==> config.mk <==
export PLATFORM = sky130hd
export DESIGN_NAME = pcem_crossbar
export DESIGN_NICKNAME = d
export VERILOG_FILES = /design/src/include/pcem_pkg.sv /design/src/pcem_crossbar.sv /design/src/pcem_match_detect.sv /design/src/pcem_pin_alloc.sv
export SDC_FILE = /design/constraint.sdc
export NUM_CORES = 1
export LEC_CHECK = 0
export ABC_CLOCK_PERIOD_IN_PS = 11650
export BUFFER_PORTS_ARGS = -buffer_cell sky130_fd_sc_hd__buf_2
export CAP_MARGIN = 40
export CORE_MARGIN = 5
export CORE_UTILIZATION = 45
export DETAILED_ROUTE_END_ITERATION = 6
export PLACE_DENSITY = 0.66
export SYNTH_ARGS = -nofsm -noshare
export SYNTH_HDL_FRONTEND = slang
export SYNTH_SLANG_ARGS = --single-unit
==> constraint.sdc <==
create_clock -name clk -period 11.65 [get_ports clk]
set_input_delay 1.7475 -clock clk [delete_from_list [all_inputs] [get_ports clk]]
set_output_delay 1.7475 -clock clk [all_outputs]
set_load 0.1 [all_outputs]
==> src/include/pcem_pkg.sv <==
// Constants and carrier types for the port routing enables and match block.
// Assumes an 8-bit special function register space with register pages.
package pcem_pkg;
  // Register pages
  localparam logic [7:0] PCEM_PAGE_BASE = 8'h00;
  localparam logic [7:0] PCEM_PAGE_HIGH = 8'h0f;
  // Register addresses
  localparam logic [7:0] PCEM_ADDR_P0_MASK = 8'hc7;
  localparam logic [7:0] PCEM_ADDR_P0_MATCH = 8'hd7;
  localparam logic [7:0] PCEM_ADDR_P1_MASK = 8'hbf;
  localparam logic [7:0] PCEM_ADDR_P1_MATCH = 8'hcf;
  localparam logic [7:0] PCEM_ADDR_ROUTE2 = 8'he2;
  localparam logic [7:0] PCEM_ADDR_ROUTE3 = 8'he3;
  // Reset values
  localparam logic [7:0] PCEM_RST_MASK = 8'h00;
  localparam logic [7:0] PCEM_RST_MATCH = 8'hff;
  localparam logic [7:0] PCEM_RST_ROUTE2 = 8'h00;
  localparam logic [7:0] PCEM_RST_ROUTE3 = 8'h00;
  // Writable bits of the two routing registers
  localparam logic [7:0] PCEM_ROUTE2_WMASK = 8'h7f;
  localparam logic [7:0] PCEM_ROUTE3_WMASK = 8'hc0;
  // Field positions in the second routing register
  localparam int PCEM_SPI_EN_BIT = 6;
  localparam int PCEM_T1_EN_BIT = 5;
  localparam int PCEM_T0_EN_BIT = 4;
  localparam int PCEM_ECI_EN_BIT = 3;
  localparam int PCEM_CNT_LSB = 0;
  localparam int PCEM_CNT_W = 3;
  // Field positions in the third routing register
  localparam int PCEM_WPUD_BIT = 7;
  localparam int PCEM_ROUTING_MATRIX_ENABLE_BIT = 6;
  // Array pin count field
  localparam logic [2:0] PCEM_CNT_NONE = 3'h0;
  localparam logic [2:0] PCEM_CNT_RSVD = 3'h7;
  localparam int PCEM_CEX_NUM = 6;
  // Pins: port 0 at 0..7, port 1 at 8..15, port 2 at 16..22
  localparam int PCEM_PINS = 23;
  localparam int PCEM_IDX_W = 5;
  localparam int PCEM_PORT_W = 8;
  localparam logic [4:0] PCEM_SPI_PIN0 = 5'h10;
  // Walk order of the assigned functions
  localparam int PCEM_NFUNC = 9;
  localparam int PCEM_F_ECI = 6;
  localparam int PCEM_F_T0 = 7;
  localparam int PCEM_F_T1 = 8;
  // Register access request
  typedef struct packed {
    logic [7:0] page;
    logic [7:0] addr;
    logic wr;
    logic rd;
    logic [7:0] wdata;
  } pcem_sfr_req_t;
  // One port compare setup
  typedef struct packed {
    logic [7:0] mask;
    logic [7:0] pattern;
  } pcem_match_cfg_t;
endpackage : pcem_pkg

==> src/pcem_crossbar.sv <==
// Routing enables, pin assignment and port match for the I/O matrix.
// Assumes a paged register port and synchronous pin levels at clk.
// Functional notes
// - Second routing register top bit reads zero.
// - Second SPI enable routes clock, data pins.
// - SPI select pin only in four-wire mode.
// - Bit 5 routes timer 1 input.
// - Bit 4 routes timer 0 input.
// - Bit 3 routes array count input.
// - Pin count field routes modules cumulatively.
// - Pullups on unless disabled, analog or in reset.
// - Matrix treated disabled while enable zero.
// - Third register low six bits read zero.
// - Third register on two pages, second one.
// - Masked levels unequal pattern raise mismatch.
// - Compare actual pins whatever their routing.
// - Mask zero excludes pin from compare.
// - Pattern bit selects expected low or high.
// - Mismatch offered as interrupt and wake.
// - Output drivers off while matrix disabled.
// - Functions take lowest free unskipped pin.
`timescale 1ns/1ps
module pcem_crossbar #(
  parameter int NP = pcem_pkg::PCEM_PINS,
  parameter int NF = pcem_pkg::PCEM_NFUNC,
  parameter int IW = pcem_pkg::PCEM_IDX_W
) (
  input wire logic clk,
  input wire logic resetn,
  input wire pcem_pkg::pcem_sfr_req_t sfr_req,
  output logic sfr_hit,
  output logic [7:0] sfr_rdata,
  output logic sfr_rvalid,
  input wire logic second_spi_four_wire,
  input wire logic [NP-1:0] pin_skip_bits,
  input wire logic [NP-1:0] pins_claimed_above,
  input wire logic [NP-1:0] pin_analog_mode,
  input wire logic [NP-1:0] port_pin_in,
  output logic [3:0] second_spi_pin_en,
  output logic [NF-1:0] func_pin_valid,
  output logic [NF-1:0][IW-1:0] func_pin_idx,
  output logic timer0_ext_in,
  output logic timer1_ext_in,
  output logic array_count_in,
  output logic port_output_allow,
  output logic [NP-1:0] weak_pullup_en,
  output logic mismatch_level,
  output logic mismatch_irq,
  output logic mismatch_wake
);
  localparam int CW = pcem_pkg::PCEM_CNT_W;
  localparam int CL = pcem_pkg::PCEM_CNT_LSB;
  localparam int NC = pcem_pkg::PCEM_CEX_NUM;

  // Cumulative module pin request for a count field
  function automatic logic [NC-1:0] cex_mask(input logic [CW-1:0] n);
    logic [NC-1:0] m;
    m = '0;
    if (n != pcem_pkg::PCEM_CNT_RSVD) begin
      for (int i = 0; i < NC; i++) begin
        if (i < int'(n)) begin
          m[i] = 1'b1;
        end
      end
    end
    return m;
  endfunction : cex_mask

  logic [7:0] p0_mask_reg;
  logic [7:0] p0_match_reg;
  logic [7:0] p1_mask_reg;
  logic [7:0] p1_match_reg;
  logic [7:0] route2_reg;
  logic [7:0] route3_reg;
  logic [7:0] sfr_rdata_reg;
  logic sfr_rvalid_reg;
  logic [3:0] spi_en_reg;
  logic [NF-1:0] func_ok_reg;
  logic [NF-1:0][IW-1:0] func_idx_reg;
  logic t0_in_reg;
  logic t1_in_reg;
  logic eci_in_reg;
  logic out_allow_reg;
  logic [NP-1:0] pullup_reg;

  // Address and page decode
  wire page_base = sfr_req.page == pcem_pkg::PCEM_PAGE_BASE;
  wire page_high = sfr_req.page == pcem_pkg::PCEM_PAGE_HIGH;
  wire sel_p0_mask = page_base &&
    sfr_req.addr == pcem_pkg::PCEM_ADDR_P0_MASK;
  wire sel_p0_match = page_base &&
    sfr_req.addr == pcem_pkg::PCEM_ADDR_P0_MATCH;
  wire sel_p1_mask = page_base &&
    sfr_req.addr == pcem_pkg::PCEM_ADDR_P1_MASK;
  wire sel_p1_match = page_base &&
    sfr_req.addr == pcem_pkg::PCEM_ADDR_P1_MATCH;
  wire sel_route2 = page_base &&
    sfr_req.addr == pcem_pkg::PCEM_ADDR_ROUTE2;
  wire sel_route3 = (page_base || page_high) &&
    sfr_req.addr == pcem_pkg::PCEM_ADDR_ROUTE3;
  wire any_sel = sel_p0_mask | sel_p0_match | sel_p1_mask |
    sel_p1_match | sel_route2 | sel_route3;
  assign sfr_hit = any_sel & (sfr_req.wr | sfr_req.rd);

  // Write values with unused bits forced to zero
  wire [7:0] route2_wval =
    sfr_req.wdata & pcem_pkg::PCEM_ROUTE2_WMASK;
  wire [7:0] route3_wval =
    sfr_req.wdata & pcem_pkg::PCEM_ROUTE3_WMASK;

  // Read selection
  wire [7:0] rd_val =
    sel_p0_mask ? p0_mask_reg :
    sel_p0_match ? p0_match_reg :
    sel_p1_mask ? p1_mask_reg :
    sel_p1_match ? p1_match_reg :
    sel_route2 ? route2_reg :
    sel_route3 ? route3_reg : 8'h00;

  // Register writes
  always_ff @(posedge clk or negedge resetn) begin
    if (!resetn) begin
      p0_mask_reg <= pcem_pkg::PCEM_RST_MASK;
      p0_match_reg <= pcem_pkg::PCEM_RST_MATCH;
      p1_mask_reg <= pcem_pkg::PCEM_RST_MASK;
      p1_match_reg <= pcem_pkg::PCEM_RST_MATCH;
      route2_reg <= pcem_pkg::PCEM_RST_ROUTE2;
      route3_reg <= pcem_pkg::PCEM_RST_ROUTE3;
    end else if (sfr_req.wr) begin
      if (sel_p0_mask) p0_mask_reg <= sfr_req.wdata;
      if (sel_p0_match) p0_match_reg <= sfr_req.wdata;
      if (sel_p1_mask) p1_mask_reg <= sfr_req.wdata;
      if (sel_p1_match) p1_match_reg <= sfr_req.wdata;
      if (sel_route2) route2_reg <= route2_wval;
      if (sel_route3) route3_reg <= route3_wval;
    end
  end

  // Registered read answer, unmapped reads return zero
  always_ff @(posedge clk or negedge resetn) begin
    if (!resetn) begin
      sfr_rdata_reg <= 8'h00;
      sfr_rvalid_reg <= 1'b0;
    end else begin
      sfr_rvalid_reg <= sfr_req.rd;
      if (sfr_req.rd) sfr_rdata_reg <= rd_val;
    end
  end
  assign sfr_rdata = sfr_rdata_reg;
  assign sfr_rvalid = sfr_rvalid_reg;

  // Field views
  wire xbar_on = route3_reg[pcem_pkg::PCEM_ROUTING_MATRIX_ENABLE_BIT];
  wire wpud = route3_reg[pcem_pkg::PCEM_WPUD_BIT];
  wire spi_on = xbar_on & route2_reg[pcem_pkg::PCEM_SPI_EN_BIT];
  wire [CW-1:0] cex_cnt = route2_reg[CL +: CW];

  // Fixed second SPI pins: select pin only in four-wire mode
  wire [3:0] spi_en_next =
    {spi_on & second_spi_four_wire, {3{spi_on}}};

  // Pins left for the walk: not skipped, not claimed, not SPI
  wire [NP-1:0] spi_claim =
    NP'({spi_en_next, 16'h0000});
  wire [NP-1:0] pin_avail =
    ~pin_skip_bits & ~pins_claimed_above & ~spi_claim;

  // Requests in walk order: modules, count input, timer 0, timer 1
  wire [NF-1:0] func_req = {
    route2_reg[pcem_pkg::PCEM_T1_EN_BIT],
    route2_reg[pcem_pkg::PCEM_T0_EN_BIT],
    route2_reg[pcem_pkg::PCEM_ECI_EN_BIT],
    cex_mask(cex_cnt)
  } & {NF{xbar_on}};

  wire [NF-1:0] func_ok;
  wire [NF-1:0][IW-1:0] func_idx;

  // Lowest free pin for each function
  pcem_pin_alloc #(
    .NF(NF),
    .NP(NP),
    .IW(IW)
  ) u_alloc (
    .func_req(func_req),
    .pin_avail(pin_avail),
    .func_ok(func_ok),
    .func_idx(func_idx)
  );

  // Input functions read their assigned pin, else low
  wire t0_next = func_ok_reg[pcem_pkg::PCEM_F_T0] &
    port_pin_in[func_idx_reg[pcem_pkg::PCEM_F_T0]];
  wire t1_next = func_ok_reg[pcem_pkg::PCEM_F_T1] &
    port_pin_in[func_idx_reg[pcem_pkg::PCEM_F_T1]];
  wire eci_next = func_ok_reg[pcem_pkg::PCEM_F_ECI] &
    port_pin_in[func_idx_reg[pcem_pkg::PCEM_F_ECI]];

  // Pullups unless globally disabled or pin is analog
  wire [NP-1:0] pullup_next =
    {NP{~wpud}} & ~pin_analog_mode;

  // Routing state registers
  always_ff @(posedge clk or negedge resetn) begin
    if (!resetn) begin
      spi_en_reg <= 4'h0;
      func_ok_reg <= '0;
      func_idx_reg <= '0;
      out_allow_reg <= 1'b0;
      pullup_reg <= '0;
    end else begin
      spi_en_reg <= spi_en_next;
      func_ok_reg <= func_ok;
      func_idx_reg <= func_idx;
      out_allow_reg <= xbar_on;
      pullup_reg <= pullup_next;
    end
  end

  // Routed function inputs
  always_ff @(posedge clk or negedge resetn) begin
    if (!resetn) begin
      t0_in_reg <= 1'b0;
      t1_in_reg <= 1'b0;
      eci_in_reg <= 1'b0;
    end else begin
      t0_in_reg <= t0_next;
      t1_in_reg <= t1_next;
      eci_in_reg <= eci_next;
    end
  end

  assign second_spi_pin_en = spi_en_reg;
  assign func_pin_valid = func_ok_reg;
  assign func_pin_idx = func_idx_reg;
  assign timer0_ext_in = t0_in_reg;
  assign timer1_ext_in = t1_in_reg;
  assign array_count_in = eci_in_reg;
  assign port_output_allow = out_allow_reg;
  assign weak_pullup_en = pullup_reg;

  // Port match on raw pin levels of ports 0 and 1
  pcem_pkg::pcem_match_cfg_t cfg0;
  pcem_pkg::pcem_match_cfg_t cfg1;
  assign cfg0 = '{mask: p0_mask_reg, pattern: p0_match_reg};
  assign cfg1 = '{mask: p1_mask_reg, pattern: p1_match_reg};
  logic mismatch;

  pcem_match_detect #(
    .W(pcem_pkg::PCEM_PORT_W)
  ) u_match (
    .clk(clk),
    .resetn(resetn),
    .pins(port_pin_in[15:0]),
    .cfg0(cfg0),
    .cfg1(cfg1),
    .mismatch(mismatch)
  );

  // Event offered to interrupt and wake logic
  assign mismatch_level = mismatch;
  assign mismatch_irq = mismatch;
  assign mismatch_wake = mismatch;
endmodule : pcem_crossbar

==> src/pcem_match_detect.sv <==
// Synchronises two ports and compares masked levels with patterns.
// Assumes pin levels may change at any time relative to clk.
`timescale 1ns/1ps
module pcem_match_detect #(
  parameter int W = pcem_pkg::PCEM_PORT_W
) (
  input wire logic clk,
  input wire logic resetn,
  input wire logic [2*W-1:0] pins,
  input wire pcem_pkg::pcem_match_cfg_t cfg0,
  input wire pcem_pkg::pcem_match_cfg_t cfg1,
  output logic mismatch
);
  logic [2*W-1:0] sync1_reg;
  logic [2*W-1:0] sync2_reg;
  logic mismatch_reg;
  wire [W-1:0] lvl0 = sync2_reg[W-1:0];
  wire [W-1:0] lvl1 = sync2_reg[2*W-1:W];
  wire miss0 = (lvl0 & cfg0.mask) != (cfg0.pattern & cfg0.mask);
  wire miss1 = (lvl1 & cfg1.mask) != (cfg1.pattern & cfg1.mask);
  wire mismatch_next = miss0 | miss1;

  // Two-stage synchroniser, then registered compare result
  always_ff @(posedge clk or negedge resetn) begin
    if (!resetn) begin
      sync1_reg <= '0;
      sync2_reg <= '0;
      mismatch_reg <= 1'b0;
    end else begin
      sync1_reg <= pins;
      sync2_reg <= sync1_reg;
      mismatch_reg <= mismatch_next;
    end
  end
  assign mismatch = mismatch_reg;
endmodule : pcem_match_detect

==> src/pcem_pin_alloc.sv <==
// Combinational pin walk for the priority-assigned functions.
// Assumes availability already excludes skipped and claimed pins.
`timescale 1ns/1ps
module pcem_pin_alloc #(
  parameter int NF = pcem_pkg::PCEM_NFUNC,
  parameter int NP = pcem_pkg::PCEM_PINS,
  parameter int IW = pcem_pkg::PCEM_IDX_W
) (
  input wire logic [NF-1:0] func_req,
  input wire logic [NP-1:0] pin_avail,
  output logic [NF-1:0] func_ok,
  output logic [NF-1:0][IW-1:0] func_idx
);
  // Each function in order takes the lowest free pin
  always_comb begin
    logic [NP-1:0] free;
    logic found;
    free = pin_avail;
    found = 1'b0;
    func_ok = '0;
    func_idx = '0;
    for (int f = 0; f < NF; f++) begin
      found = 1'b0;
      for (int p = 0; p < NP; p++) begin
        if (func_req[f] && free[p] && !found) begin
          found = 1'b1;
          free[p] = 1'b0;
          func_ok[f] = 1'b1;
          func_idx[f] = IW'(p);
        end
      end
    end
  end
endmodule : pcem_pin_alloc
==> summary.md, run 1 <==
The wire length after detailed routing is 44,710 µm. For the first-pass iteration count of the detailed router, the log shows 7. Final-report max-slew violation count: 0. The overall track demand over capacity in global routing is 0.2700, and the count of inserted antenna diode cells is 0. Kind of start point of the critical path: an input port. On the final layout, the worst clock skew is 0.02067 ns.

The die covers 32,050 µm². In this run the cell area measured after placement is 14,180 µm². The peak supply drop is 0.1013 mV. Sorting the synthesized cells by area gives the leading types as dfrtp_1 29%, nor2_1 5.6%, a21oi_1 4.2%.

Using the TritonRoute via totals, the vias-per-cell ratio works out to 6.493. The tool flagged a number of max-cap violations equal to 0. The total congestion overflow was 0.

The run finished, with violations left. The logs give 1,617 for the net count after synthesis and 68,810 µm for the global-route wire length before repair. The routed wire length per instance came out at 21.62 µm. The run gives 12,390 as the via count of the first global-routing pass. The largest stage delay on the critical path was 0.86 ns; the final period demand of the worst path was 7.849 ns.

The tightest hold path in the finished design has a slack of 0.3470 ns. The worst reg2reg path startpoint is route3_reg[6]. The net count reported at finish was 1,798; the count of hold buffers inserted by post-cts repair was 0.

Number of buffers created by CTS: 17. The flip-flop cell with the highest count after synthesis is dfrtp_1. The H-tree level count is 4. The finished layout holds 2,068 standard cells, fillers aside. The detailed placement HPWL was 34,970 µm; the cell depth of the worst min-delay path was 0. For the number of remaining DRC errors, the log shows 1.

Cell with the biggest individual delay on the critical path: nor4_2. After synthesis, the netlist uses 108 different library cells. The tools report the starting density of the core as 0.4589. Path class of the lowest-slack min-delay path: reg -> reg.

Once the clock tree was built, the setup fixing pass inserted 0 buffers. Fraction of the cycle the final worst path needs: 0.6738. Number of design-rule violations left by the first detailed-router iteration: 1,525. The endpoint identified for the worst register-to-register timing path is func_pin_valid[7].

The number of flip-flops under the largest register name is 45. The fraction of synthesis flops using an asynchronous set or reset pin was 1.000. The number of port buffers is 218. The critical path goes through buf_2 > o21ai_0 > nor3_4 > a21oi_2 > nor4_4 > o211ai_2 > nor4_2 > a21oi_1 > nor4_1 > or3_1 > a31oi_2 > or2_1 > a311o_1 > o31a_1 > o21ai_1 > a21boi_1 > a211oi_2 > a31oi_1. After synthesis, the mean cell area works out to 8.593 µm². Dividing total power by cell area gives a power density of 98.02 nW/µm². The run gives 2 as the buffer depth of the longest clock path. Setup repair after global routing left no endpoint under its margin. Kind of critical path: in -> reg.

Static timing analysis puts the maximum clock frequency at 127.4 MHz. Setup violations remaining at the end of the flow were counted as 0. The path with the worst hold slack has its endpoint at u_match.sync2_reg[9].

The final reports fail on DRC. The leakage power figure came out at 6.140 nW. The total clock sinks came out at 166.

In this run, placement finished with an instance count of 2,036. In this run the horizontal extent of the chip is 179.0 µm. The number of gates resized after CTS was 0. The length in cells of the worst reg-to-reg path was 17.

TritonCTS built the clock tree. The placer congestion estimate is 0.9509. The routed layout has 13,430 vias.

After synthesis the netlist holds a flip-flop and latch count of 166. The tools report the beginning of the worst hold path as u_match.sync1_reg[9]. The clock latency on the worst-skew pair was 0.44 ns.

The run gives 0.3247 as the proportion of synthesized chip area in sequential cells. The number of antenna violations at the first check in global routing came out at 0. Adding up every negative setup slack in the final design gives 0 ns. The pin slew with the least headroom to its limit came out at 0.8904 ns.

Relative to the synthesized area, the layout overhead comes to 15.11%. The run gives 11.93 ns as the data required time of the worst path. In this run the vertical extent of the chip is 179.0 µm.

The number of standard cells after synthesis is 1,496, and the count of final hold-check violations is 0. The finished cells cover 14,800 µm². In this run the standard cell core region covers 28,010 µm². Counting flops with a built-in enable in the synthesized netlist gives 0. Summed over all instances, the cell type with the most area after synthesis is dfrtp_1. The number of routed nets with antenna violations is 0. The maximum fanout encountered on the critical timing path is 21. The area share of the largest cell type after synthesis was 0.2920; the remaining max-slew budget at the tightest pin was 0.4015.

Layout cell share with drive strength beyond 1: 0.2598. Yosys printed 0 warnings. 219 I/O pins were placed.

The standard-cell row count is 61, and the critical path data arrival time is 8.13 ns. Summing every instance area after synthesis gives 12,850 µm². Clock transition at the register clock pins on the worst setup and hold paths after CTS: 0.08 ns. Counting the fill cells in the layout gives 2,680. STA classifies the critical path endpoint as a flip-flop. The tree is rooted in a clkbuf_16.

Entering global routing, the biggest net connects 59 pins. The setup check on the worst reg-to-reg path leaves a slack of 4.29 ns.
routing by layer:
| layer | track usage | routed length (µm) |
|---|---|---|
| met1 | 0.3952 | 19720 |
| met2 | 0.4155 | 19850 |
| met3 | 0.04829 | 4258 |
| met4 | 0.06620 | 888 |
| met5 | 0 | 0 |
worst max-delay path, delay by kind of cell:
kind | cells | cell delay (ns)
compound gates | 11 | 2.92
buf+inv | 1 | 0.11
simple gates | 6 | 3.31
cells in the mapped netlist, drive strengths merged, types with 12 or more instances:
| master | count |
|---|---|
| nand2 | 126 |
| buf | 26 |
| nand3 | 50 |
| o21ai | 114 |
| clkbuf | 41 |
| or2 | 24 |
| nor2b | 15 |
| or3 | 16 |
| mux4 | 15 |
| a31oi | 43 |
| nand2b | 17 |
| nor3 | 50 |
| and2 | 18 |
| o31ai | 27 |
| a21o | 15 |
| o22ai | 21 |
| dfrtp | 150 |
| a21oi | 114 |
| a221oi | 17 |
| maj3 | 12 |
| mux2 | 45 |
| nor4 | 18 |
| nand4 | 18 |
| o21a | 16 |
| nor2 | 197 |
| o211ai | 31 |
| xor2 | 17 |
| dfstp | 16 |
| o31a | 12 |
| a211oi | 31 |
cell type report:
class | count | area [µm²] | share of cell area
Inverter | 10 | 37.54 | 0.002537
Tap cell | 378 | 473.0 | 0.03196
Multi-Input combinational cell | 1253 | 8303 | 0.5611
Timing Repair Buffer | 229 | 1197 | 0.08092
Clock buffer | 17 | 425.4 | 0.02875
Sequential cell | 166 | 4174 | 0.2821
Clock inverter | 15 | 186.4 | 0.01260
stage by stage:
step / power [mW] / utilization / setup slack [ns]
floorplan: 0.7824 / - / 5.275
global placement: 0.8705 / 0.5052 / 3.666
detailed placement: 0.8733 / 0.5064 / 3.503
CTS: 1.456 / 0.5283 / 3.898
global route: 1.507 / 0.5283 / 3.113
finish: 1.450 / 0.5283 / 3.801
worst max path at each step:
stage | startpoint | end | slack, ns | cells past startpoint
floorplan | pin_skip_bits[1] | func_pin_idx[41] | 5.27 | 19
finish | pin_skip_bits[0] | func_pin_valid[7] | 3.80 | 18
global placement | pin_skip_bits[0] | func_pin_idx[42] | 3.67 | 18
global route | pin_skip_bits[0] | func_pin_idx[42] | 3.11 | 18
detailed placement | pin_skip_bits[0] | func_pin_idx[42] | 3.50 | 18
CTS | pin_skip_bits[0] | func_pin_valid[7] | 3.90 | 18
logic make-up (layout without fill, tap and decap cells):
family,count (synthesis),after routing,synth area share
AO/OA/AOI/OAI,579,579,0.3312
XOR/XNOR,18,18,0.01226
adder cells (fa/ha/maj),12,12,0.009733
buffers and inverters,77,271,0.02940
flip-flops,166,166,0.3247
multiplexers,69,69,0.07271
AND/OR/NAND/NOR,575,575,0.2200
cell usage in the layout, fill, tap and decap left out, types with 16 or more instances in the layout:
master	netlist	layout
nand2b_1	17	17
xor2_1	17	17
a21oi_1	107	107
o21ai_1	16	16
nand3_1	49	49
a31oi_1	42	42
mux2_2	45	45
o21ai_0	94	94
and2_1	17	17
nand4_1	16	16
nor3_1	44	44
clkbuf_16	0	17
o31ai_1	18	18
a221oi_1	17	17
dfrtp_1	150	150
o211ai_1	28	28
or2_2	19	19
dfstp_2	16	16
nand2_1	125	125
a211oi_1	23	23
buf_2	11	218
nor2_1	191	191
o22ai_1	17	17
power breakdown:
part	internal (mW)	switching, mW	leakage [nW]	total (mW)
sequential	0.588	0.00471	2.11	0.593
combinational	0.0756	0.200	3.74	0.275
clock	0.292	0.290	0.288	0.583
total	0.956	0.495	6.14	1.45
Note: power is estimated with default switching activity, not from simulation.
==> run 2: changes to the inputs <==
--- a/config.mk
+++ b/config.mk
@@ -5,13 +5,13 @@
 export SDC_FILE = /design/constraint.sdc
 export NUM_CORES = 1
 export LEC_CHECK = 0
-export ABC_CLOCK_PERIOD_IN_PS = 11650
+export ABC_CLOCK_PERIOD_IN_PS = 6500
 export BUFFER_PORTS_ARGS = -buffer_cell sky130_fd_sc_hd__buf_2
 export CAP_MARGIN = 40
 export CORE_MARGIN = 5
 export CORE_UTILIZATION = 45
 export DETAILED_ROUTE_END_ITERATION = 6
-export PLACE_DENSITY = 0.66
+export PLACE_DENSITY = 0.69
 export SYNTH_ARGS = -nofsm -noshare
 export SYNTH_HDL_FRONTEND = slang
 export SYNTH_SLANG_ARGS = --single-unit
==> constraint.sdc (replaced) <==
create_clock -name clk -period 6.5 [get_ports clk]
set_input_delay 0.975 -clock clk [delete_from_list [all_inputs] [get_ports clk]]
set_output_delay 0.975 -clock clk [all_outputs]
set_load 0.1 [all_outputs]
==> run 2 against run 1 <==
Compared with the run above: the flow now finishes without violations; total power increased by 86%; global-route usage up 1.7 points; combinational power is 98% higher; count of clock-buffer cells in the layout unchanged; routed wire length increased by 6.0%; die area unchanged; largest cell class unchanged.
==> summary.md, run 2 (synthesized netlist as in run 1, its figures left out) <==
The number of flip-flops under the largest register name came out at 45 (unchanged). The path class of the lowest-slack min-delay path is reg -> reg (unchanged). The run gives 0.009356 ns (was 0.02067 ns) as the clock tree skew after final layout. The met1 usage in global routing is 0.4194 (was 0.3952). The number of design-rule violations left by the first detailed-router iteration is 1,531 (was 1,525).

For the via count of the first global-routing pass, the log shows 13,100 (was 12,390). The run gives 6.52 ns (was 8.13 ns) as the critical path data arrival time. The run gives 0.2741 ns (was 3.801 ns) as the final worst setup slack. I/O pin total: 219 (unchanged).

The run gives 0.2874 (was 0.2700) as the overall track demand over capacity in global routing. The tools report the first-pass iteration count of the detailed router as 6 (was 7). Number of antenna violations at the first check in global routing: 0 (unchanged). The logs give 0 (unchanged) for the count of final hold-check violations and 47,400 µm (was 44,710 µm) for the wire length after detailed routing. The peak supply drop came out at 0.1497 mV (was 0.1013 mV). The tools report the sequential share of power as 0.394 (was 0.409). The standard-cell row count was 61 (unchanged). The number of routed nets with antenna violations was 0 (unchanged). The fraction of the cycle the final worst path needs came out at 0.9578. The portion of total power attributed to combinational logic was 0.202 (was 0.190); the pin slew with the least headroom to its limit was 0.9923 ns (was 0.8904 ns).

The internal power was 1.788 mW (was 0.9556 mW). The maximum operating frequency was 160.6 MHz. The cell area after placement was 15,210 µm² (was 14,180 µm²).

The count of hold buffers inserted by post-cts repair is 0 (unchanged), and the switching part of the total is 0.3371 (was 0.3411). The detailed placement HPWL is 37,440 µm (was 34,970 µm), and the final-layout worst hold slack is 0.3486 ns (was 0.3470 ns). The via count came out at 14,080 (was 13,430). The tools report the count of inserted antenna diode cells as 0 (unchanged).

The power density normalized to cell area was 170.0 nW/µm² (was 98.02 nW/µm²). Most used cells in the layout excluding fill and tap cells: 218 x buf_2, 190 x nor2_1, 150 x dfrtp_1 (was 218 x buf_2, 191 x nor2_1, 150 x dfrtp_1). TritonCTS built the clock tree. The kind of start point of the critical path was a flip-flop (was an input port).

The most used routing layer is met2 (unchanged). The tools report the sort of element at the end of the critical path as a flip-flop (unchanged). The clock latency on the worst-skew pair is 0.44 ns (about the same). Switching component of the power: 0.9091 mW (was 0.4948 mW).

Global-route wire length before repair: 72,950 µm (was 68,810 µm). The leading cell type in the layout, fill and taps excluded was buf_2 (unchanged). The number of max-capacitance violations reported was 0 (unchanged). The die outline area was 32,050 µm² (unchanged); the buffer depth of the longest clock path was 2 (unchanged). For the count of final setup violators, the log shows 0 (unchanged). The run finished with clean final reports. Number of port buffers: 218 (unchanged). The core region area came out at 28,010 µm² (unchanged). The per-cell via count in the routed design was 6.387 (was 6.493); the placer congestion estimate was 0.9961 (was 0.9509).

The logs give 0.5662 (was 0.5283) for the post-layout utilization of the core and 0.04260 (was 0.04829) for the met3 layer usage reported by global route. Setup repair after global routing left no endpoint under its margin. The logs give 166 (unchanged) for the total clock sinks and 0 (unchanged) for the total congestion overflow. The kind of critical path was reg -> reg (was in -> reg).

The number of buffers created by CTS is 17 (unchanged). The worst slack at placement came out at 0.001356 ns (was 3.503 ns). The routed wire length per instance came out at 21.51 µm (was 21.62 µm). The remaining max-slew budget at the tightest pin came out at 0.3385 (was 0.4015). The pin count of the biggest net entering global routing is 87 (was 59), and the clock transition at the register clock pins on the worst setup and hold paths after CTS is 0.07 ns (was 0.08 ns). The chip width works out to 179.0 µm (unchanged). The data required time of the worst path is 6.79 ns (was 11.93 ns).

For the starting density of the core, the log shows 0.4589 (unchanged). The number of remaining DRC errors was 0 (was 1); the global routing met2 resource utilization was 0.4472 (was 0.4155). The area growth from synthesis to layout works out to 23.37% (was 15.11%). For the final instance area, the log shows 15,860 µm² (was 14,800 µm²). The fraction of power consumed by the clock network was 0.404 (was 0.402); the net count reported at finish was 1,934 (was 1,798). Vertical extent of the die: 179.0 µm (unchanged).

The final period demand of the worst path is 6.226 ns, and the H-tree level count is 4 (unchanged). The leakage power figure came out at 6.818 nW (was 6.140 nW). The maximum fanout encountered on the critical timing path came out at 10 (was 21). The final-report max-slew violation count came out at 0 (unchanged).

The tools report the clock root buffer as clkbuf_16 (unchanged). The layout cell share with drive strength beyond 1 is 0.3165 (was 0.2598). The final sum of negative setup slack came out at 0 ns (unchanged).
==> run 2: worst max-delay path, cell delays in order (launching register included) <==
cell and delay, ns:
dfrtp_1 0.61, o21ai_0 0.33, or3_1 0.55, buf_4 0.22
o31ai_2 0.35, o211ai_2 0.28, nor4_2 0.40, buf_4 0.24
nand4_1 0.09, a211o_1 0.42, o31ai_1 0.56, a311oi_1 0.14
or2_1 0.31, a311o_1 0.34, o31a_1 0.39, o21ai_1 0.18
a21boi_1 0.19, a211oi_2 0.31, o22ai_1 0.16
==> run 2: path summary, 6_finish.rpt <==
| check | from | endpoint | slack, ns | depth (start not counted) |
|---|---|---|---|---|
| setup / recovery | route3_reg[6] | func_pin_idx[39] | 0.27 | 18 |
| hold / removal | u_match.sync1_reg[4] | u_match.sync2_reg[4] | 0.35 | 0 |
| setup reg to reg | route3_reg[6] | func_pin_idx[39] | 0.27 | 18 |
| hold reg to reg | u_match.sync1_reg[4] | u_match.sync2_reg[4] | 0.35 | 0 |
| max in group asynchronous | resetn | p1_match_reg[4] | 4.77 | 3 |
| min in group asynchronous | resetn | func_pin_idx[24] | 0.57 | 1 |
==> run 2: area by class of cell <==
class / instances / area, µm²
fill: 2572 / 12150
multi-input combinational: 1253 / 8329
sequential: 166 / 4174
timing repair buffer: 365 / 2218
tap: 378 / 473.0
clock buffer: 17 / 425.4
clock inverter: 15 / 201.4
inverter: 10 / 37.54
==> run 2: power by group through the flow <==
stage               combinational [mW]  sequential [mW]  clock (mW)
global route                     0.585             1.06        1.15
finish                           0.545             1.06        1.09
CTS                              0.534             1.06        1.10
global placement                 0.527             1.08           0
detailed placement               0.531             1.08           0
floorplan                        0.239             1.16           0
==> run 2: timing repair <==
item | 4_1_cts | 5_1_grt
setup endpoints to repair | 0 | 9
setup buffers | 0 | 0
resized for setup | 0 | 5
hold endpoints to repair | 0 | 0
==> run 2: metal layers <==
layer	vias up	routed length, µm
met1	6788	20880
met3	70	4237
met2	753	21350
li1	6465	-
met4	0	936
met5	-	0
==> run 2: through the flow <==
stage | total power [mW] | std cells
3_5_place_dp | 1.613 | 2172
2_1_floorplan | 1.402 | 1496
5_1_grt | 2.795 | 2204
3_3_place_gp | 1.608 | 2170
6_report | 2.697 | 2204
4_1_cts | 2.700 | 2204
